$ cat config.mk
export PLATFORM = sky130hd
export DESIGN_NAME = ctb_decoder
export DESIGN_NICKNAME = d
export VERILOG_FILES = /design/src/hdl/ctb_pkg.sv /design/src/hdl/ctb_cycle_counter.sv /design/src/hdl/ctb_decoder.sv
export SDC_FILE = /design/constraint.sdc
export NUM_CORES = 1
export LEC_CHECK = 0
export ABC_AREA = 0
export BUFFER_PORTS_ARGS = -buffer_cell sky130_fd_sc_hd__buf_2
export CORE_AREA = 2 2 109 101
export CTS_BUF_LIST = sky130_fd_sc_hd__clkbuf_16
export DETAILED_ROUTE_END_ITERATION = 6
export DIE_AREA = 0 0 111 103
export PLACE_DENSITY = 0.71
export RECOVER_POWER = 25
export REMOVE_ABC_BUFFERS = 1
export SYNTH_ARGS = -nofsm -noshare
export SYNTH_HDL_FRONTEND = slang
export SYNTH_SLANG_ARGS = --single-unit
$ cat constraint.sdc
create_clock -name mclk -period 7.5 [get_ports mclk]
set_input_delay 0.75 -clock mclk [delete_from_list [all_inputs] [get_ports mclk]]
set_output_delay 0.75 -clock mclk [all_outputs]
set_load 0.01 [all_outputs]
$ cat src/hdl/ctb_pkg.sv
// shared constants and types for the instruction timing decoder
`default_nettype none
package ctb_pkg;

  // instruction lengths in bytes
  localparam logic [1:0] CTB_LEN_1 = 2'h1;
  localparam logic [1:0] CTB_LEN_2 = 2'h2;
  localparam logic [1:0] CTB_LEN_3 = 2'h3;

  // execution times in core cycles
  localparam logic [2:0] CTB_CYC_1 = 3'h1;
  localparam logic [2:0] CTB_CYC_2 = 3'h2;
  localparam logic [2:0] CTB_CYC_3 = 3'h3;
  localparam logic [2:0] CTB_CYC_4 = 3'h4;
  localparam logic [2:0] CTB_CYC_5 = 3'h5;

  // bit space layout
  localparam int CTB_BIT_RAM_BITS = 128;
  localparam int CTB_BIT_POS_W = 3;
  localparam logic [7:0] CTB_BIT_RAM_BASE = 8'h00;

  typedef enum logic [2:0] {
    SP_NONE, SP_CORE, SP_XDATA, SP_CODE, SP_BIT
  } ctb_space_t;

  typedef enum logic [2:0] {
    MD_IMPLIED, MD_DIRECT, MD_INDIRECT, MD_BANK, MD_IMMED, MD_INDEXED,
    MD_BIT
  } ctb_mode_t;

  typedef enum logic [5:0] {
    OP_MV_A_BANK, OP_MV_A_DIR, OP_MV_A_IND, OP_MV_A_IMM,
    OP_MV_BANK_A, OP_MV_BANK_DIR, OP_MV_BANK_IMM,
    OP_MV_DIR_A, OP_MV_DIR_BANK, OP_MV_DIR_DIR, OP_MV_DIR_IND,
    OP_MV_DIR_IMM, OP_MV_IND_A, OP_MV_IND_DIR, OP_MV_IND_IMM,
    OP_MV_DP_IMM, OP_CT_DP, OP_CT_PROG,
    OP_XD_RD_IND, OP_XD_RD_DP, OP_XD_WR_IND, OP_XD_WR_DP,
    OP_PUSH_DIR, OP_POP_DIR,
    OP_SWP_BANK, OP_SWP_DIR, OP_SWP_IND, OP_SWPD_IND,
    OP_CY_CLR, OP_CY_SET, OP_CY_INV, OP_BIT_CLR, OP_BIT_SET, OP_BIT_INV,
    OP_CY_AND, OP_CY_ANDN, OP_CY_OR, OP_CY_ORN, OP_CY_LD, OP_CY_ST,
    OP_J_CY, OP_J_NCY, OP_J_BIT, OP_J_NBIT, OP_J_BITCLR,
    OP_CALL_ABS, OP_CALL_LONG, OP_SUB_EXIT, OP_INT_EXIT,
    OP_J_ABS, OP_J_LONG, OP_J_SHORT, OP_J_IND, OP_J_AZ, OP_J_ANZ,
    OP_CMP_A_DIR, OP_CMP_A_IMM, OP_CMP_BANK_IMM, OP_CMP_IND_IMM,
    OP_DEC_BANK, OP_DEC_DIR, OP_NOP
  } ctb_op_t;

  typedef struct packed {
    logic [1:0] len;
    logic [2:0] cyc;
    ctb_space_t sp;
    ctb_mode_t md;
  } ctb_ent_t;

endpackage
`default_nettype wire

$ cat src/hdl/ctb_cycle_counter.sv
// down counter that holds an instruction for its cycle count
`default_nettype none
module ctb_cycle_counter
  import ctb_pkg::*;
#(
  parameter int W = 3
) (
  input wire logic mclk,
  input wire logic rst_n,
  input wire logic load,
  input wire logic [W-1:0] load_val,
  output logic active,
  output logic busy,
  output logic last
);

  logic [W-1:0] cnt_q, cnt_d;
  logic act_q, act_d;

  ////////////////////////////////////////////////////////////////////////
  // next count: load n-1, then walk down to zero
  always_comb begin
    cnt_d = cnt_q;
    act_d = act_q;
    if (load) begin
      cnt_d = load_val - W'(1);
      act_d = 1'b1;
    end else if (cnt_q != '0) begin
      cnt_d = cnt_q - W'(1);
    end else begin
      act_d = 1'b0;
    end
  end

  always_ff @(posedge mclk or negedge rst_n) begin
    if (!rst_n) begin
      cnt_q <= '0;
      act_q <= 1'b0;
    end else begin
      cnt_q <= cnt_d;
      act_q <= act_d;
    end
  end

  // busy blocks the next fetch; last marks the final cycle
  assign active = act_q;
  assign busy = cnt_q != '0;
  assign last = act_q && (cnt_q == '0);

endmodule
`default_nettype wire

$ cat src/hdl/ctb_decoder.sv
// decode and cycle timing of transfer, bit and branch instructions
// Behaviour
// RULE1: core moves reach any internal RAM or special register by four modes
// RULE2: external data moves only with accumulator, always indirect
// RULE3: code table reads use base pointer plus accumulator, read only
// RULE4: bit space: 128 RAM bits plus bit-addressable special registers
// RULE5: loads into accumulator: 1/1, 2/2, 2/2 and 1/2 bytes/cycles
// RULE6: loads into bank register: 1/1, 2/3, 2/2
// RULE7: stores to direct byte: 2/2, 2/2, 2/3, 3/3, 3/3
// RULE8: stores to indirect RAM: 1/2, 2/3, 2/2
// RULE9: data pointer constant load is 3 bytes, 3 cycles
// RULE10: code table read is 5 cycles via data pointer, 4 via counter
// RULE11: external reads take 4 cycles 8-bit, 3 cycles 16-bit
// RULE12: external writes take 5 cycles 8-bit, 4 cycles 16-bit
// RULE13: push is 2 bytes 3 cycles, pop 2 bytes 2 cycles
// RULE14: swaps: bank 1/2, direct 2/3, indirect 1/3, low digit 1/3
// RULE15: carry ops 1/1; direct bit ops and carry store 2/3
// RULE16: carry load, and/or with bit or complement: 2 bytes 2 cycles
// RULE17: carry jumps 2/3; bit jumps 3/5; test-clear form clears set bit
// RULE18: absolute and short jumps 2/3; long jump, calls, returns 4
// RULE19: indirect jump via accumulator plus data pointer: 1 byte 5 cycles
// RULE20: accumulator zero and nonzero jumps: 2 bytes 4 cycles
// RULE21: compare-jumps 3 bytes; direct and indirect 5, others 4 cycles
// RULE22: decrement-jumps: bank 2/4, direct 3/5
// RULE23: next instruction starts only after the listed count elapses
`default_nettype none
module ctb_decoder
  import ctb_pkg::*;
#(
  parameter logic [7:0] BIT_RAM_BASE = CTB_BIT_RAM_BASE
) (
  input wire logic mclk,
  input wire logic rst_n,
  input wire logic op_valid,
  output logic op_ready,
  input wire ctb_op_t op_code,
  input wire logic [7:0] operand_in,
  input wire logic [2:0] reg_idx_in,
  input wire logic [7:0] ptr_reg_in,
  input wire logic [7:0] acc_in,
  input wire logic [15:0] data_pointer_in,
  input wire logic [15:0] program_counter_in,
  input wire logic carry_in,
  input wire logic [7:0] bit_addr_in,
  input wire logic bit_val_in,
  input wire logic [7:0] cmp_lhs_in,
  input wire logic [7:0] cmp_rhs_in,
  input wire logic [7:0] dec_val_in,
  output logic instr_done,
  output logic [1:0] instr_len_q,
  output logic [2:0] instr_cyc_q,
  output ctb_space_t space_q,
  output ctb_mode_t mode_q,
  output logic [7:0] core_addr_q,
  output logic [15:0] mem_addr_q,
  output logic xd_rd_q,
  output logic xd_wr_q,
  output logic code_rd_q,
  output logic bit_in_sfr_q,
  output logic [2:0] bit_pos_q,
  output logic bit_wr_q,
  output logic bit_wr_val_q,
  output logic carry_wr_q,
  output logic carry_val_q,
  output logic jump_taken_q
);

  logic accept;
  logic busy;
  ctb_ent_t ent;
  logic [15:0] idx_dp, idx_pc;
  logic [7:0] bit_byte;
  logic bit_sfr;

  function automatic ctb_ent_t mk(logic [1:0] l, logic [2:0] c,
                                  ctb_space_t s, ctb_mode_t m);
    ctb_ent_t e;
    e.len = l;
    e.cyc = c;
    e.sp = s;
    e.md = m;
    return e;
  endfunction

  ////////////////////////////////////////////////////////////////////////
  // length, cycle count, space and mode of each instruction
  always_comb begin
    ent = mk(CTB_LEN_1, CTB_CYC_1, SP_NONE, MD_IMPLIED);
    case (op_code)
      OP_MV_A_BANK:   ent = mk(CTB_LEN_1, CTB_CYC_1, SP_CORE, MD_BANK); // RULE5
      OP_MV_A_DIR:    ent = mk(CTB_LEN_2, CTB_CYC_2, SP_CORE, MD_DIRECT); // RULE5
      OP_MV_A_IND:    ent = mk(CTB_LEN_1, CTB_CYC_2, SP_CORE, MD_INDIRECT); // RULE5
      OP_MV_A_IMM:    ent = mk(CTB_LEN_2, CTB_CYC_2, SP_CORE, MD_IMMED); // RULE5
      OP_MV_BANK_A:   ent = mk(CTB_LEN_1, CTB_CYC_1, SP_CORE, MD_BANK); // RULE6
      OP_MV_BANK_DIR: ent = mk(CTB_LEN_2, CTB_CYC_3, SP_CORE, MD_DIRECT); // RULE6
      OP_MV_BANK_IMM: ent = mk(CTB_LEN_2, CTB_CYC_2, SP_CORE, MD_BANK); // RULE6
      OP_MV_DIR_A:    ent = mk(CTB_LEN_2, CTB_CYC_2, SP_CORE, MD_DIRECT); // RULE7
      OP_MV_DIR_BANK: ent = mk(CTB_LEN_2, CTB_CYC_2, SP_CORE, MD_DIRECT); // RULE7
      OP_MV_DIR_DIR:  ent = mk(CTB_LEN_3, CTB_CYC_3, SP_CORE, MD_DIRECT); // RULE7
      OP_MV_DIR_IND:  ent = mk(CTB_LEN_2, CTB_CYC_3, SP_CORE, MD_INDIRECT); // RULE7
      OP_MV_DIR_IMM:  ent = mk(CTB_LEN_3, CTB_CYC_3, SP_CORE, MD_DIRECT); // RULE7
      OP_MV_IND_A:    ent = mk(CTB_LEN_1, CTB_CYC_2, SP_CORE, MD_INDIRECT); // RULE8
      OP_MV_IND_DIR:  ent = mk(CTB_LEN_2, CTB_CYC_3, SP_CORE, MD_INDIRECT); // RULE8
      OP_MV_IND_IMM:  ent = mk(CTB_LEN_2, CTB_CYC_2, SP_CORE, MD_INDIRECT); // RULE8
      OP_MV_DP_IMM:   ent = mk(CTB_LEN_3, CTB_CYC_3, SP_NONE, MD_IMMED); // RULE9
      OP_CT_DP:       ent = mk(CTB_LEN_1, CTB_CYC_5, SP_CODE, MD_INDEXED); // RULE10
      OP_CT_PROG:     ent = mk(CTB_LEN_1, CTB_CYC_4, SP_CODE, MD_INDEXED); // RULE10
      OP_XD_RD_IND:   ent = mk(CTB_LEN_1, CTB_CYC_4, SP_XDATA, MD_INDIRECT); // RULE11
      OP_XD_RD_DP:    ent = mk(CTB_LEN_1, CTB_CYC_3, SP_XDATA, MD_INDIRECT); // RULE11
      OP_XD_WR_IND:   ent = mk(CTB_LEN_1, CTB_CYC_5, SP_XDATA, MD_INDIRECT); // RULE12
      OP_XD_WR_DP:    ent = mk(CTB_LEN_1, CTB_CYC_4, SP_XDATA, MD_INDIRECT); // RULE12
      OP_PUSH_DIR:    ent = mk(CTB_LEN_2, CTB_CYC_3, SP_CORE, MD_DIRECT); // RULE13
      OP_POP_DIR:     ent = mk(CTB_LEN_2, CTB_CYC_2, SP_CORE, MD_DIRECT); // RULE13
      OP_SWP_BANK:    ent = mk(CTB_LEN_1, CTB_CYC_2, SP_CORE, MD_BANK); // RULE14
      OP_SWP_DIR:     ent = mk(CTB_LEN_2, CTB_CYC_3, SP_CORE, MD_DIRECT); // RULE14
      OP_SWP_IND,
      OP_SWPD_IND:    ent = mk(CTB_LEN_1, CTB_CYC_3, SP_CORE, MD_INDIRECT); // RULE14
      OP_CY_CLR, OP_CY_SET,
      OP_CY_INV:      ent = mk(CTB_LEN_1, CTB_CYC_1, SP_NONE, MD_IMPLIED); // RULE15
      OP_BIT_CLR, OP_BIT_SET, OP_BIT_INV,
      OP_CY_ST:       ent = mk(CTB_LEN_2, CTB_CYC_3, SP_BIT, MD_BIT); // RULE15
      OP_CY_AND, OP_CY_ANDN, OP_CY_OR, OP_CY_ORN,
      OP_CY_LD:       ent = mk(CTB_LEN_2, CTB_CYC_2, SP_BIT, MD_BIT); // RULE16
      OP_J_CY,
      OP_J_NCY:       ent = mk(CTB_LEN_2, CTB_CYC_3, SP_NONE, MD_IMPLIED); // RULE17
      OP_J_BIT, OP_J_NBIT,
      OP_J_BITCLR:    ent = mk(CTB_LEN_3, CTB_CYC_5, SP_BIT, MD_BIT); // RULE17
      OP_CALL_ABS:    ent = mk(CTB_LEN_2, CTB_CYC_4, SP_NONE, MD_IMPLIED); // RULE18
      OP_CALL_LONG,
      OP_J_LONG:      ent = mk(CTB_LEN_3, CTB_CYC_4, SP_NONE, MD_IMPLIED); // RULE18
      OP_SUB_EXIT,
      OP_INT_EXIT:    ent = mk(CTB_LEN_1, CTB_CYC_4, SP_NONE, MD_IMPLIED); // RULE18
      OP_J_ABS,
      OP_J_SHORT:     ent = mk(CTB_LEN_2, CTB_CYC_3, SP_NONE, MD_IMPLIED); // RULE18
      OP_J_IND:       ent = mk(CTB_LEN_1, CTB_CYC_5, SP_NONE, MD_INDEXED); // RULE19
      OP_J_AZ,
      OP_J_ANZ:       ent = mk(CTB_LEN_2, CTB_CYC_4, SP_NONE, MD_IMPLIED); // RULE20
      OP_CMP_A_DIR:   ent = mk(CTB_LEN_3, CTB_CYC_5, SP_CORE, MD_DIRECT); // RULE21
      OP_CMP_A_IMM:   ent = mk(CTB_LEN_3, CTB_CYC_4, SP_NONE, MD_IMMED); // RULE21
      OP_CMP_BANK_IMM: ent = mk(CTB_LEN_3, CTB_CYC_4, SP_CORE, MD_BANK); // RULE21
      OP_CMP_IND_IMM: ent = mk(CTB_LEN_3, CTB_CYC_5, SP_CORE, MD_INDIRECT); // RULE21
      OP_DEC_BANK:    ent = mk(CTB_LEN_2, CTB_CYC_4, SP_CORE, MD_BANK); // RULE22
      OP_DEC_DIR:     ent = mk(CTB_LEN_3, CTB_CYC_5, SP_CORE, MD_DIRECT); // RULE22
      default:        ent = mk(CTB_LEN_1, CTB_CYC_1, SP_NONE, MD_IMPLIED);
    endcase
  end

  ////////////////////////////////////////////////////////////////////////
  // pacing: a new instruction only once the last one has run out
  assign accept = op_valid && op_ready;
  assign op_ready = !busy; // RULE23

  ctb_cycle_counter #(
    .W(3)
  ) u_count (
    .mclk(mclk),
    .rst_n(rst_n),
    .load(accept),
    .load_val(ent.cyc),
    .active(),
    .busy(busy),
    .last(instr_done)
  );

  ////////////////////////////////////////////////////////////////////////
  // address forming; indexed sums wrap at 16 bits like the counter does
  assign idx_dp = data_pointer_in + {8'h00, acc_in}; // RULE3
  assign idx_pc = program_counter_in + {8'h00, acc_in}; // RULE3
  // low half of bit space is RAM, upper half maps onto register bytes
  assign bit_sfr = bit_addr_in >= 8'(CTB_BIT_RAM_BITS); // RULE4
  assign bit_byte = bit_sfr ? {bit_addr_in[7:3], 3'h0} :
                    BIT_RAM_BASE + {4'h0, bit_addr_in[6:3]}; // RULE4

  logic [1:0] len_d;
  logic [2:0] cyc_d;
  ctb_space_t space_d;
  ctb_mode_t mode_d;
  logic [7:0] core_addr_d;
  logic [15:0] mem_addr_d;
  logic xd_rd_d, xd_wr_d, code_rd_d, bit_sfr_d, bit_wr_d, bit_wv_d;
  logic [2:0] bit_pos_d;
  logic cy_wr_d, cy_val_d, jump_d;

  ////////////////////////////////////////////////////////////////////////
  // effects of the accepted instruction; strobes last one cycle
  always_comb begin
    len_d = instr_len_q;
    cyc_d = instr_cyc_q;
    space_d = space_q;
    mode_d = mode_q;
    core_addr_d = core_addr_q;
    mem_addr_d = mem_addr_q;
    bit_sfr_d = bit_in_sfr_q;
    bit_pos_d = bit_pos_q;
    bit_wv_d = bit_wr_val_q;
    cy_val_d = carry_val_q;
    jump_d = jump_taken_q;
    xd_rd_d = 1'b0;
    xd_wr_d = 1'b0;
    code_rd_d = 1'b0;
    bit_wr_d = 1'b0;
    cy_wr_d = 1'b0;
    if (accept) begin
      len_d = ent.len;
      cyc_d = ent.cyc;
      space_d = ent.sp;
      mode_d = ent.md;
      jump_d = 1'b0;
      // operand byte in core space by its mode
      case (ent.md)
        MD_DIRECT: core_addr_d = operand_in; // RULE1
        MD_INDIRECT: core_addr_d = ptr_reg_in; // RULE1
        MD_BANK: core_addr_d = {5'h00, reg_idx_in}; // RULE1
        MD_BIT: core_addr_d = bit_byte; // RULE4
        default: core_addr_d = core_addr_q;
      endcase
      bit_sfr_d = bit_sfr;
      bit_pos_d = bit_addr_in[CTB_BIT_POS_W-1:0];
      case (op_code)
        // external space: pointer register or data pointer only
        OP_XD_RD_IND, OP_XD_WR_IND: begin
          mem_addr_d = {8'h00, ptr_reg_in}; // RULE2
          xd_rd_d = op_code == OP_XD_RD_IND;
          xd_wr_d = op_code == OP_XD_WR_IND;
        end
        OP_XD_RD_DP, OP_XD_WR_DP: begin
          mem_addr_d = data_pointer_in; // RULE2
          xd_rd_d = op_code == OP_XD_RD_DP;
          xd_wr_d = op_code == OP_XD_WR_DP;
        end
        OP_CT_DP: begin
          mem_addr_d = idx_dp; // RULE3
          code_rd_d = 1'b1;
        end
        OP_CT_PROG: begin
          mem_addr_d = idx_pc; // RULE3
          code_rd_d = 1'b1;
        end
        OP_J_IND: begin
          mem_addr_d = idx_dp; // RULE19
          jump_d = 1'b1;
        end
        OP_CY_CLR, OP_CY_SET, OP_CY_INV: begin
          cy_wr_d = 1'b1; // RULE15
          cy_val_d = (op_code == OP_CY_SET) ||
                     ((op_code == OP_CY_INV) && !carry_in);
        end
        OP_BIT_CLR, OP_BIT_SET, OP_BIT_INV, OP_CY_ST: begin
          bit_wr_d = 1'b1; // RULE15
          case (op_code)
            OP_BIT_CLR: bit_wv_d = 1'b0;
            OP_BIT_SET: bit_wv_d = 1'b1;
            OP_BIT_INV: bit_wv_d = !bit_val_in;
            default: bit_wv_d = carry_in;
          endcase
        end
        OP_CY_AND: begin
          cy_wr_d = 1'b1;
          cy_val_d = carry_in && bit_val_in; // RULE16
        end
        OP_CY_ANDN: begin
          cy_wr_d = 1'b1;
          cy_val_d = carry_in && !bit_val_in; // RULE16
        end
        OP_CY_OR: begin
          cy_wr_d = 1'b1;
          cy_val_d = carry_in || bit_val_in; // RULE16
        end
        OP_CY_ORN: begin
          cy_wr_d = 1'b1;
          cy_val_d = carry_in || !bit_val_in; // RULE16
        end
        OP_CY_LD: begin
          cy_wr_d = 1'b1;
          cy_val_d = bit_val_in; // RULE16
        end
        OP_J_CY: jump_d = carry_in; // RULE17
        OP_J_NCY: jump_d = !carry_in; // RULE17
        OP_J_BIT: jump_d = bit_val_in; // RULE17
        OP_J_NBIT: jump_d = !bit_val_in; // RULE17
        OP_J_BITCLR: begin
          // clear only when found set, so a clear bit is not rewritten
          jump_d = bit_val_in; // RULE17
          bit_wr_d = bit_val_in; // RULE17
          bit_wv_d = 1'b0;
        end
        OP_J_AZ: jump_d = acc_in == 8'h00; // RULE20
        OP_J_ANZ: jump_d = acc_in != 8'h00; // RULE20
        OP_CMP_A_DIR, OP_CMP_A_IMM, OP_CMP_BANK_IMM, OP_CMP_IND_IMM:
          jump_d = cmp_lhs_in != cmp_rhs_in; // RULE21
        OP_DEC_BANK, OP_DEC_DIR:
          jump_d = dec_val_in != 8'h01; // RULE22
        OP_CALL_ABS, OP_CALL_LONG, OP_SUB_EXIT, OP_INT_EXIT,
        OP_J_ABS, OP_J_LONG, OP_J_SHORT:
          jump_d = 1'b1; // RULE18
        default: jump_d = 1'b0;
      endcase
    end
  end

  always_ff @(posedge mclk or negedge rst_n) begin
    if (!rst_n) begin
      instr_len_q <= 2'h0;
      instr_cyc_q <= 3'h0;
      space_q <= SP_NONE;
      mode_q <= MD_IMPLIED;
      core_addr_q <= 8'h00;
      mem_addr_q <= 16'h0000;
      xd_rd_q <= 1'b0;
      xd_wr_q <= 1'b0;
      code_rd_q <= 1'b0;
      bit_in_sfr_q <= 1'b0;
      bit_pos_q <= 3'h0;
      bit_wr_q <= 1'b0;
      bit_wr_val_q <= 1'b0;
      carry_wr_q <= 1'b0;
      carry_val_q <= 1'b0;
      jump_taken_q <= 1'b0;
    end else begin
      instr_len_q <= len_d;
      instr_cyc_q <= cyc_d;
      space_q <= space_d;
      mode_q <= mode_d;
      core_addr_q <= core_addr_d;
      mem_addr_q <= mem_addr_d;
      xd_rd_q <= xd_rd_d;
      xd_wr_q <= xd_wr_d;
      code_rd_q <= code_rd_d;
      bit_in_sfr_q <= bit_sfr_d;
      bit_pos_q <= bit_pos_d;
      bit_wr_q <= bit_wr_d;
      bit_wr_val_q <= bit_wv_d;
      carry_wr_q <= cy_wr_d;
      carry_val_q <= cy_val_d;
      jump_taken_q <= jump_d;
    end
  end
endmodule
`default_nettype wire

; ---- After elaboration in Yosys (flattened, before gate mapping)
; Memories as Yosys holds them, arrays and structs flattened.
; Cells that the tools add are included.
[word_totals]
ff_bits = 51
elab_cells = 126
inputBits = 102
n_memories = 1
output_inout_bits = 49
mem_bits_ro = 704
[memory_table]
columns = memory, words, width, rd, rd_clocked_by_memory_dff, write_ports, line_no
row1 = (no name shown), 64, 11, 1, 0, 0, ctb_decoder.sv:89  ; case (op_code)
[classes]
add_sub_neg = 4
eq_ne = 46
magnitude_cmp = 1
mux = 21
reduce_logical = 35
[ops]
columns = op, count
row1 = $eq 6x6->1 const B, 29
row2 = $pmux 16 s4, 1
row3 = $eq 6x5->1 const B, 10
row4 = $add 16x8->16, 2
row5 = $pmux 8 s4, 1
row6 = $reduce_or 8->1, 2
row7 = $reduce_or 2->1, 6
row8 = $mux 1, 9
row9 = $pmux 1 s9, 1
row10 = $ge 8x8->1 const B, 1
row11 = $logic_not 8->1, 1
row12 = $mux 8, 1
row13 = $ne 8x1->1 const B, 1
row14 = $ne 8x8->1, 1
row15 = $pmux 1 s2, 4
row16 = $reduce_and 2->1, 4
row17 = $reduce_bool 4->1, 2
row18 = $reduce_bool 8->1, 1
row19 = $reduce_or 4->1, 2
row20 = $eq 3x2->1 const B, 2
row21 = $mux 3, 2
row22 = $pmux 1 s6, 1
row23 = $reduce_bool 6->1, 1
row24 = $sub 3x1->3 const B, 2
row25 = 11 further kinds, 20

; ---- Depth between registers and ports, before layout
; Gate-level depths: netlist (run 1).
[logic_depth]
word_depth = 4
mapped_depth = 15
depth_no_buf = 12

; ---- Modules after synthesis
; Synthesis (run 1) repeated with hierarchy kept, for this count alone.
[hier_totals]
cells_unflattened = 568
hier_area_um2 = 4428.0
[by_module_without_submodules]
columns = mod, seq_area_each_um2, area_per_inst_um2, n_inst, cells_each
row1 = ctb_decoder, 1176.1, 4199.0, 1, 547
row2 = ctb_cycle_counter, 100.1, 229.0, 1, 21

; ---- Worst setup path after synthesis (run 1)
; No wires, ideal clock.
[synth_path]
path_kind = input -> register
start = input port op_code[4]
end = register mem_addr_q[8]
setup_slack_ns = 3.584
cell_stages = 15
setup_time_ns = 0.131
arrival_time_ns = 3.785
t_required_ns = 7.369
n_path_buf = 4
path_cell_list = buf_2 nor2b_1 clkbuf_1 nand3_1 buf_2 buf_2 mux2_2 ha_1 fa_1 a21oi_1 o21bai_1 a21o_1 and4b_1 o31ai_1 nand3_1
[synth_via]
elab_chain_len = 4
word_cells_on_any_way = 13
cone_classes = eq/ne: 7 / mux: 1 / reduce/logical: 5
[synth_rtl]
columns = item, line_no
row1 = start: declaration, ctb_decoder.sv:36  ; input wire ctb_op_t op_code,
row2 = $eq 6x6->1 or $eq 6x5->1 (tied branches), ctb_decoder.sv:219  ; case (op_code)
row3 = "$reduce_or 2->1, on equally long branches", n/a
row4 = $reduce_bool 4->1 (no source line), n/a
row5 = $reduce_and 2->1 (no source line), n/a
row6 = end signal: assignment, ctb_decoder.sv:325  ; mem_addr_q <= mem_addr_d;
row7 = end: declaration, ctb_decoder.sv:55  ; output logic [15:0] mem_addr_q,
; Parallel ways exist; a longest one is shown, timed or not.
; A chain may end at the register's enable or synchronous reset.

; ---- Worst setup path after layout (run 1)
[layout_path]
start = input port op_code[1]
end = register mem_addr_q[8]
; Same word-level chain as after synthesis.

==> results.yml, run 1 <==
run_status:
  outcome: "finished with violations"
  violations: "capacitance limit, slew limit"
logic_synthesis:
  synth_area_mm2: 0.004524
  yosysSeqAreaShare: 0.2821
  ys_top_cells_by_area: "dfrtp_1, ha_1, nand2_1"
  yosysTopAreaCell: "dfrtp_1"
  synth_top_area_share: 0.2821
  yosys_most_used_dff: "dfrtp_1"
  ys_ff_latch: 51
  synth_cells: 541
  synth_warnings: 0
  synth.avg_cell_area_um2: 8.363
  ys_async_sr_fraction: 1.000
  synth_cell_types: 79
  synth_edf_count: 0
setup_path:
  cp_slowest_cell: "ha_1"
  reg2reg_to: "u_count.cnt_q[2]$_DFFE_PN0P_"
  critPathLaunch: "op_code[1]"
  slowest_delay_ns: 0.64
  crit_family: "adder cells"
  critical_path_class: "in2reg"
  worst_setup_path_start_kind: "input pin"
  path_max_fanout: 23
  worst-r2r-setup-slack_ns: 4.62
  endpoint: "mem_addr_q[8]$_DFFE_PN0P_"
  reg2reg_from: "u_count.cnt_q[1]$_DFFE_PN0P_"
  rr_worst_depth: 10
  arrival_ns: 4.15
  path_buf_inv: 3
  cp.depth: 14
  cp.required_ns: 7.67
  endpoint_kind: "flip-flop"
  path_cells: "buf_2, inv_1, ha_1, nand3_1, buf_4, mux2_2, ha_1, fa_1, a21oi_1, o21bai_1, a21o_1, and4b_1, o31ai_1, nand3_1"
floorplan:
  coreArea_mm2: 0.01041
  ios: 151
  die_area_mm2: 0.01143
  start_util: 0.4348
  num_rows: 36
  die_y_um: 103
  die_x_um: 111
placed_design:
  numPortBuffers: 150
  dp_cells: 794
  hpwl_um: 10700
  place.gp.congestion: 0.9368
timing:
  clock.fmax_mhz: 251.4
  relSlewSlack: -0.9499
  final_max_slew_viol_count: 52
  skew_ns: 0.002311
  hold_slack_ns: 0.4571
  setup_viol_count_final: 0
  tns_ns: 0
  worstMarginPinSlew_ns: 2.925
  fin_crit_ns: 3.978
  rsz0062_at_grt: "false"
  hold_viol: 0
  fin_crit_sh: 0.5304
layout:
  diodes: 0
  nets: 788
  drive_above_1_share: 0.2874
  finalNonFillerCells: 801
  final_common_cell: "buf_2"
  final_util: 0.5239
  mostFrequentLayoutCells: "buf_2, nand2_1, dfrtp_1"
  syn2layout_area_growth_pct: 20.49
clock_network:
  clockBufferDepth: 2
  cts.sinks: 51
  htreeDepth: 2
  cts-hold-fix-buffers: 0
  clk_latency_ns: 0.29
  cts_tree: "built"
  cts_setup_buffers: 0
  clock_tree.root_cell: "clkbuf_16"
  post_cts_resized: 0
  path_clk_slew_ns: 0.07
  numCtsBuffers: 5
job:
  maxCapViolCount: 1
detailed_routing:
  drc: 0
  via_per_inst: 5.995
  ant_nets: 0
  wire_per_inst_um: 18.03
  routed_wl_um: 14440
  via_count: 4802
  initialDrtViolationCount: 483
  dr.pass1.iters: 5
power:
  ir_drop_v: 0.0001425
  p_per_area_mw_per_mm2: 230.5
  leakage_nw: 2.591
hold_path:
  min_from: "u_count.cnt_q[0]$_DFFE_PN0P_"
  hp-class: "reg2reg"
grt:
  grt_pass1_vias: 4635
  antenna_found_initial: 0
  grt_max_degree: 56
  overflow: 0
  grt_pass1_wl_um: 23250
  grt_usage: 0.2504
==> layer usage <==
layer	vias to the layer above	GRT usage	wire, um
met2	240	0.4375	6757
met1	2242	0.3246	6166
met3	35	0.03645	1143
li1	2285	-	-
met4	0	0.08077	372
met5	-	0	0
==> synth_stat cells, types with 6 or more instances <==
| cell type | count |
|---|---|
| inv_1 | 22 |
| nand3b_1 | 6 |
| xor2_1 | 13 |
| o21ai_0 | 26 |
| nor2b_1 | 9 |
| a21oi_1 | 41 |
| nand2_1 | 56 |
| a221oi_1 | 12 |
| nand3_1 | 10 |
| ha_1 | 17 |
| xnor2_1 | 9 |
| buf_2 | 13 |
| nor2_1 | 34 |
| nand2b_1 | 6 |
| nor3_1 | 8 |
| a21o_1 | 9 |
| mux2_2 | 11 |
| dfrtp_1 | 51 |
| a31oi_1 | 6 |
| o21ai_1 | 8 |
| a311oi_1 | 7 |
| nand4_1 | 7 |
| clkbuf_1 | 15 |
| nor4_1 | 10 |
| mux2i_1 | 13 |
| and3_1 | 9 |
==> cell type report <==
type	count	area [um2]
clock inverter	2	37.54
tap	133	166.4
multi-input combinational	431	2968
timing repair buffer	156	792.0
inverter	23	86.33
fill	982	4954
clock buffer	5	125.1
sequential	51	1276
==> metrics by stage <==
stage / total power [mW] / area, um2 / worst slack, ns
CTS: 1.265 / 5455 / 3.552
detailed placement: 0.9993 / 5293 / 3.236
floorplan: 0.7613 / 4330 / 3.304
global route: 1.349 / 5451 / 3.263
global placement: 0.9858 / 5293 / 3.347
finish: 1.257 / 5451 / 3.522
==> how the worst min path moves through the flow <==
stage / endpoint / depth (start not counted)
6_report: u_count.cnt_q[0]$_DFFE_PN0P_ / 1
4_1_cts: u_count.cnt_q[0]$_DFFE_PN0P_ / 1
5_1_grt: u_count.cnt_q[0]$_DFFE_PN0P_ / 1
3_3_place_gp: u_count.cnt_q[0]$_DFFE_PN0P_ / 1
2_1_floorplan: u_count.cnt_q[0]$_DFFE_PN0P_ / 1
3_5_place_dp: space_q[1]$_DFFE_PN0P_ / 2
==> kinds of logic (layout without fill, tap and decap cells) <==
group / after synthesis / in the layout / synth area share
simple gates: 182 / 182 / 0.2096
mux: 27 / 27 / 0.06582
flops: 51 / 51 / 0.2821
xor+xnor: 22 / 22 / 0.04259
compound gates: 182 / 182 / 0.2865
buf+inv: 59 / 186 / 0.06194
fa+ha+maj: 18 / 18 / 0.05144
==> registers in the layout (all words and copies together) (netlist names), 2 cells and up <==
name,cells
bit_pos_q,3
space_q,3
core_addr_q,8
instr_cyc_q,3
u_count.cnt_q,3
instr_len_q,2
mem_addr_q,16
mode_q,3
==> worst register-to-register path: stages (launching register included) <==
cell,delay (ns)
dfrtp_1,0.38
or3_1,0.42
inv_1,0.15
nand2_1,0.29
buf_4,0.36
or2_2,0.34
nor2b_1,0.13
ha_1,0.20
or2_2,0.29
mux2i_1,0.14
a211oi_1,0.06
==> report_power, final <==
| group | switching, mW | internal (mW) | total [mW] |
|---|---|---|---|
| logic | 0.314 | 0.233 | 0.548 |
| clock network | 0.109 | 0.156 | 0.265 |
| registers | 0.0571 | 0.387 | 0.444 |
(Power assumes the default switching activity.)
==> run 2: changes to the inputs <==
Clock period 7.5 ns to 4 ns, I/O delays scaled along.
==> run 2 against run 1 <==
Sequential share of layout area shrank 0.29 points. Largest cell class unchanged. Global-route usage grew 0.099 points. Via count up 0.15%. Critical path type unchanged. Register-to-register slack worse by 3.2 ns. The flow still finishes with violations (capacitance limit, slew limit). Utilization increased by 0.66 points. Wire length increased by 0.98%. Clock skew rose by 0.0021 ns. Worst hold slack got worse by 0.16 ns. Die area did not move.
==> results.yml, run 2 (same netlist as run 1, synthesis figures left out) <==
run_status:
  outcome: "finished with violations"
  violations: "capacitance limit, slew limit"
timing:
  fin_crit_ns: 3.317
  fin_crit_sh: 0.8293
  hold_viol: 0
  final_max_slew_viol_count: 52
  rsz0062_at_grt: "false"
  skew_ns: 0.004371
  clock.fmax_mhz: 301.5
  worstMarginPinSlew_ns: 2.937
  setup_viol_count_final: 0
  tns_ns: 0
  relSlewSlack: -0.9578
floorplan:
  die_y_um: 103
  start_util: 0.4348
  coreArea_mm2: 0.01041
  num_rows: 36
  die_area_mm2: 0.01143
  ios: 151
  die_x_um: 111
setup_path:
  path_max_fanout: 23
  worst_setup_path_start_kind: "input pin"
  slowest_delay_ns: 0.40
  rr_worst_depth: 10
  critical_path_class: "in2reg"
  arrival_ns: 3.48
  reg2reg_from: "u_count.cnt_q[1]$_DFFE_PN0P_"
  cp_slowest_cell: "fa_1"
  path_cells: "buf_2, inv_1, ha_1, nand3_1, buf_4, mux2_2, ha_1, fa_1, a21oi_1, o21bai_1, a21o_1, and4b_1, o31ai_1, nand3_1"
  reg2reg_to: "u_count.cnt_q[2]$_DFFE_PN0P_"
  worst-r2r-setup-slack_ns: 1.43
  cp.required_ns: 4.17
  endpoint_kind: "flip-flop"
  critPathLaunch: "op_code[1]"
power:
  p_switching_mw: 0.9127
  ir_drop_v: 0.0002632
  sw_frac_of_total: 0.3837
  p_int_mw: 1.466
  p_per_area_mw_per_mm2: 430.9
  clockPowerShare: 0.212
  sequentialPowerShare: 0.352
  p_total_mw: 2.379
  pwr-share-comb: 0.437
  leakage_nw: 2.635
clock_network:
  path_clk_slew_ns: 0.07
  clockBufferDepth: 2
  clk_latency_ns: 0.29
  cts.sinks: 51
  cts_tree: "built"
  htreeDepth: 2
  numCtsBuffers: 5
  clock_tree.root_cell: "clkbuf_16"
  cts_setup_buffers: 0
  post_cts_resized: 0
  cts-hold-fix-buffers: 0
placed_design:
  place.gp.congestion: 1.014
  placed_cell_area_mm2: 0.005353
  hpwl_um: 11000
  dp_cells: 802
  numPortBuffers: 150
detailed_routing:
  via_count: 4809
  via_per_inst: 5.937
  ant_nets: 0
  drc: 0
  initialDrtViolationCount: 440
  routed_wl_um: 14580
  wire_per_inst_um: 18.00
  dr.pass1.iters: 5
grt:
  grt_pass1_vias: 4641
  overflow: 0
  grt_pass1_wl_um: 23320
  antenna_found_initial: 0
  grt_usage: 0.2514
  grt_max_degree: 55
hold_path:
  hp-class: "in2reg"
  min_path_cells: 3
  hold_end: "bit_pos_q[1]$_DFFE_PN0P_"
  min_from: "bit_addr_in[1]"
layout:
  diodes: 0
  nets: 796
  nFillCells: 1034
  drive_above_1_share: 0.2969
  multi_input_area_mm2: 0.002968
  final_cell_area_mm2: 0.005520
  largest-register: "mem_addr_q"
  final_common_cell: "buf_2"
  mostFrequentLayoutCells: "buf_2, nand2_1, dfrtp_1"
  seq_area_mm2: 0.001276
  final_util: 0.5305
  syn2layout_area_growth_pct: 22.01
  finalNonFillerCells: 810
  largest_register_ffs: 16
  largest_registers: "mem_addr_q: 16 flops, core_addr_q: 8 flops"
job:
  maxCapViolCount: 1
[run 2: cell count changes in the layout (fill, tap and decap cells not counted), sizes merged]
cell,before,now
buf,155,163
inv,22,23
[run 2: per-layer routing]
metal | part of all wire | track usage
met1 | 0.44 | 0.3376
met2 | 0.47 | 0.4176
met3 | 0.066 | 0.03998
met4 | 0.020 | 0.08846
met5 | 0 | 0
[run 2: cell type report]
cell class | count | share of cell area
multi-input cells | 431 | 0.5376
flip-flops and latches | 51 | 0.2312
repair buffers | 164 | 0.1544
well taps | 133 | 0.03015
clock buffers | 5 | 0.02267
inverters | 23 | 0.01564
clock inverters | 3 | 0.008386
[run 2: worst max path at each step]
stage	depth (start not counted)	to	slack, ns
finish	14	mem_addr_q[8]$_DFFE_PN0P_	0.68
global placement	14	mem_addr_q[8]$_DFFE_PN0P_	0.48
detailed placement	14	mem_addr_q[8]$_DFFE_PN0P_	0.43
floorplan	12	mem_addr_q[8]$_DFFE_PN0P_	0.15
global route	14	mem_addr_q[8]$_DFFE_PN0P_	0.48
CTS	14	mem_addr_q[8]$_DFFE_PN0P_	0.73
[run 2: power by group through the flow]
stage | logic, mW | registers [mW] | clock network, mW
4_1_cts | 1.05 | 0.838 | 0.516
6_report | 1.04 | 0.837 | 0.503
3_5_place_dp | 1.04 | 0.846 | 0
5_1_grt | 1.15 | 0.867 | 0.534
3_3_place_gp | 1.02 | 0.839 | 0
2_1_floorplan | 0.500 | 0.927 | 0
[run 2: critical path: cells and delay by family]
family,cells,cell delay [ns]
AO/OA/AOI/OAI,4,0.81
adder cells (fa/ha/maj),3,0.82
buffers and inverters,3,0.64
multiplexers,1,0.38
AND/OR/NAND/NOR,3,0.41
[run 2: stage by stage]
step                      hold WS (ns)  setup slack [ns]
final                           0.2979            0.6829
after detailed placement        0.4431            0.4320
after global placement          0.4390            0.4802
after floorplan                 0.1044            0.1540
after CTS                       0.2660            0.7347
after global routing            0.3012            0.4811
==> run 3: changes to the inputs <==
Settings changed: PLACE_DENSITY 0.71 to 0.74.
Clock period 4 ns to 2.7 ns, I/O delays scaled along.
==> run 3 against run 2 <==
The flow now finishes without violations. Non-clock buffer count is 59 higher. Utilization is 4.4 points higher. Worst setup slack worse by 0.56 ns. Count of clock-buffer cells in the layout stayed put. Sequential cell count stayed put. Global-route usage is 1.3 points higher. Combinational power is 60% higher. Clock skew is 0.0020 ns lower. Die area stayed put. Final cell count is 7.2% higher. Critical path depth is 4 lower. First-iteration DRC count is 35% higher.
==> results.yml, run 3 (same netlist as run 1, synthesis figures left out) <==
detailed_routing:
  ant_nets: 0
  via_count: 5173
  wire_per_inst_um: 17.95
  routed_wl_um: 15580
  dr.pass1.iters: 6
  initialDrtViolationCount: 595
  drc: 0
  via_per_inst: 5.960
power:
  p_per_area_mw_per_mm2: 591.7
  clockPowerShare: 0.175
  leakage_nw: 2.850
  sequentialPowerShare: 0.355
  ir_drop_v: 0.0003411
  pwr-share-comb: 0.470
  p_switching_mw: 1.382
  sw_frac_of_total: 0.3908
  p_total_mw: 3.536
  p_int_mw: 2.154
timing:
  worstMarginPinSlew_ns: 1.386
  final_max_slew_viol_count: 0
  skew_ns: 0.002409
  rsz0062_at_grt: "true"
  fin_crit_ns: 2.573
  fin_ws_ns: 0.1270
  hold_viol: 0
  setup_viol_count_final: 0
  relSlewSlack: 0.07618
  fin_crit_sh: 0.9530
  clock.fmax_mhz: 388.7
floorplan:
  ios: 151
  die_y_um: 103
  coreArea_mm2: 0.01041
  die_x_um: 111
  die_area_mm2: 0.01143
  start_util: 0.4348
  num_rows: 36
clock_network:
  path_clk_slew_ns: 0.07
  htreeDepth: 2
  clk_latency_ns: 0.29
  cts_tree: "built"
  numCtsBuffers: 5
  clockBufferDepth: 2
  clock_tree.root_cell: "clkbuf_16"
  cts.sinks: 51
grt:
  grt_max_degree: 31
  grt_pass1_vias: 4942
  grt_usage: 0.2641
  antenna_found_initial: 0
  overflow: 0
  grt_pass1_wl_um: 24500
run_status:
  outcome: "finished clean"
layout:
  drive_above_1_share: 0.3469
  largest_register_ffs: 16
  final_common_cell: "buf_2"
  finalNonFillerCells: 868
  largest_registers: "mem_addr_q: 16 flops, core_addr_q: 8 flops"
  mostFrequentLayoutCells: "buf_2, buf_4, nand2_1"
  largest-register: "mem_addr_q"
  multi_input_area_mm2: 0.003023
  seq_area_mm2: 0.001276
  nets: 855
  syn2layout_area_growth_pct: 32.08
  nFillCells: 973
  final_cell_area_mm2: 0.005976
  diodes: 0
setup_path:
  cp.required_ns: 2.88
  path_max_fanout: 25
  endpoint_kind: "flip-flop"
  critical_path_class: "in2reg"
  reg2reg_to: "u_count.cnt_q[2]$_DFFE_PN0P_"
  worst-r2r-setup-slack_ns: 0.35
  reg2reg_from: "u_count.cnt_q[1]$_DFFE_PN0P_"
  arrival_ns: 2.75
  worst_setup_path_start_kind: "input pin"
  rr_worst_depth: 10
placed_design:
  dp_cells: 860
  placed_cell_area_mm2: 0.005788
  place_ws_ns: -0.2945
  numPortBuffers: 150
  place.gp.congestion: 0.9847
  hpwl_um: 12170
hold_path:
  min_from: "bit_addr_in[0]"
  hold_end: "bit_pos_q[0]$_DFFE_PN0P_"
  min_path_cells: 3
  hp-class: "in2reg"
job:
  maxCapViolCount: 0
run 3: layer usage:
metal / wire length, um / vias to the layer above / GRT usage
li1: - / 2411 / -
met1: 6853 / 2465 / 0.3517
met2: 7290 / 263 / 0.4507
met3: 1099 / 34 / 0.03762
met4: 338 / 0 / 0.08365
met5: 0 / - / 0
run 3: metrics by stage:
step / utilization / TNS [ns] / hold slack, ns
floorplan: - / -11.17 / -0.02559
global placement: 0.5563 / -2.157 / 0.3049
detailed placement: 0.5563 / -3.442 / 0.3104
CTS: 0.5706 / 0 / 0.1643
global route: 0.5743 / -0.1520 / 0.1745
finish: 0.5743 / 0 / 0.1658
run 3: worst max path at each step:
stage / startpoint / endpoint / cells after the start
after floorplan: op_code[1] / mem_addr_q[8]$_DFFE_PN0P_ / 12
after global placement: op_code[0] / mem_addr_q[8]$_DFFE_PN0P_ / 14
after detailed placement: op_code[0] / mem_addr_q[14]$_DFFE_PN0P_ / 15
after CTS: op_code[0] / mem_addr_q[14]$_DFFE_PN0P_ / 15
after global routing: op_code[2] / mem_addr_q[8]$_DFFE_PN0P_ / 13
final: op_code[2] / core_addr_q[7]$_DFFE_PN0P_ / 10
run 3: critical path, stage by stage:
cell and delay (ns):
buf_2 0.10, buf_4 0.26, buf_4 0.27, or2b_1 0.28, a311oi_1 0.46, or3_1 0.30, buf_4 0.17, nor3_4 0.05
o21ai_4 0.24, mux2_4 0.32
run 3: power by group through the flow:
stage	sequential, mW	combinational, mW	clock, mW
floorplan	1.37	0.741	0
global placement	1.25	1.62	0
detailed placement	1.26	1.66	0
CTS	1.25	1.67	0.632
global route	1.29	1.84	0.661
finish	1.25	1.66	0.620
run 3: timing repair:
item,4_1_cts,5_1_grt
endpoints found under the setup margin,0,13
buffers inserted,0,0
hold endpoints to repair,10,0
hold buffers,1,0
gates resized for setup,0,15
run 3: layout make-up:
| cell class | instances | area share |
|---|---|---|
| multi-input combinational | 431 | 0.5059 |
| timing repair buffer | 223 | 0.2150 |
| sequential | 51 | 0.2136 |
| tap | 133 | 0.02785 |
| clock buffer | 5 | 0.02094 |
| inverter | 23 | 0.01445 |
| clock inverter | 2 | 0.002303 |
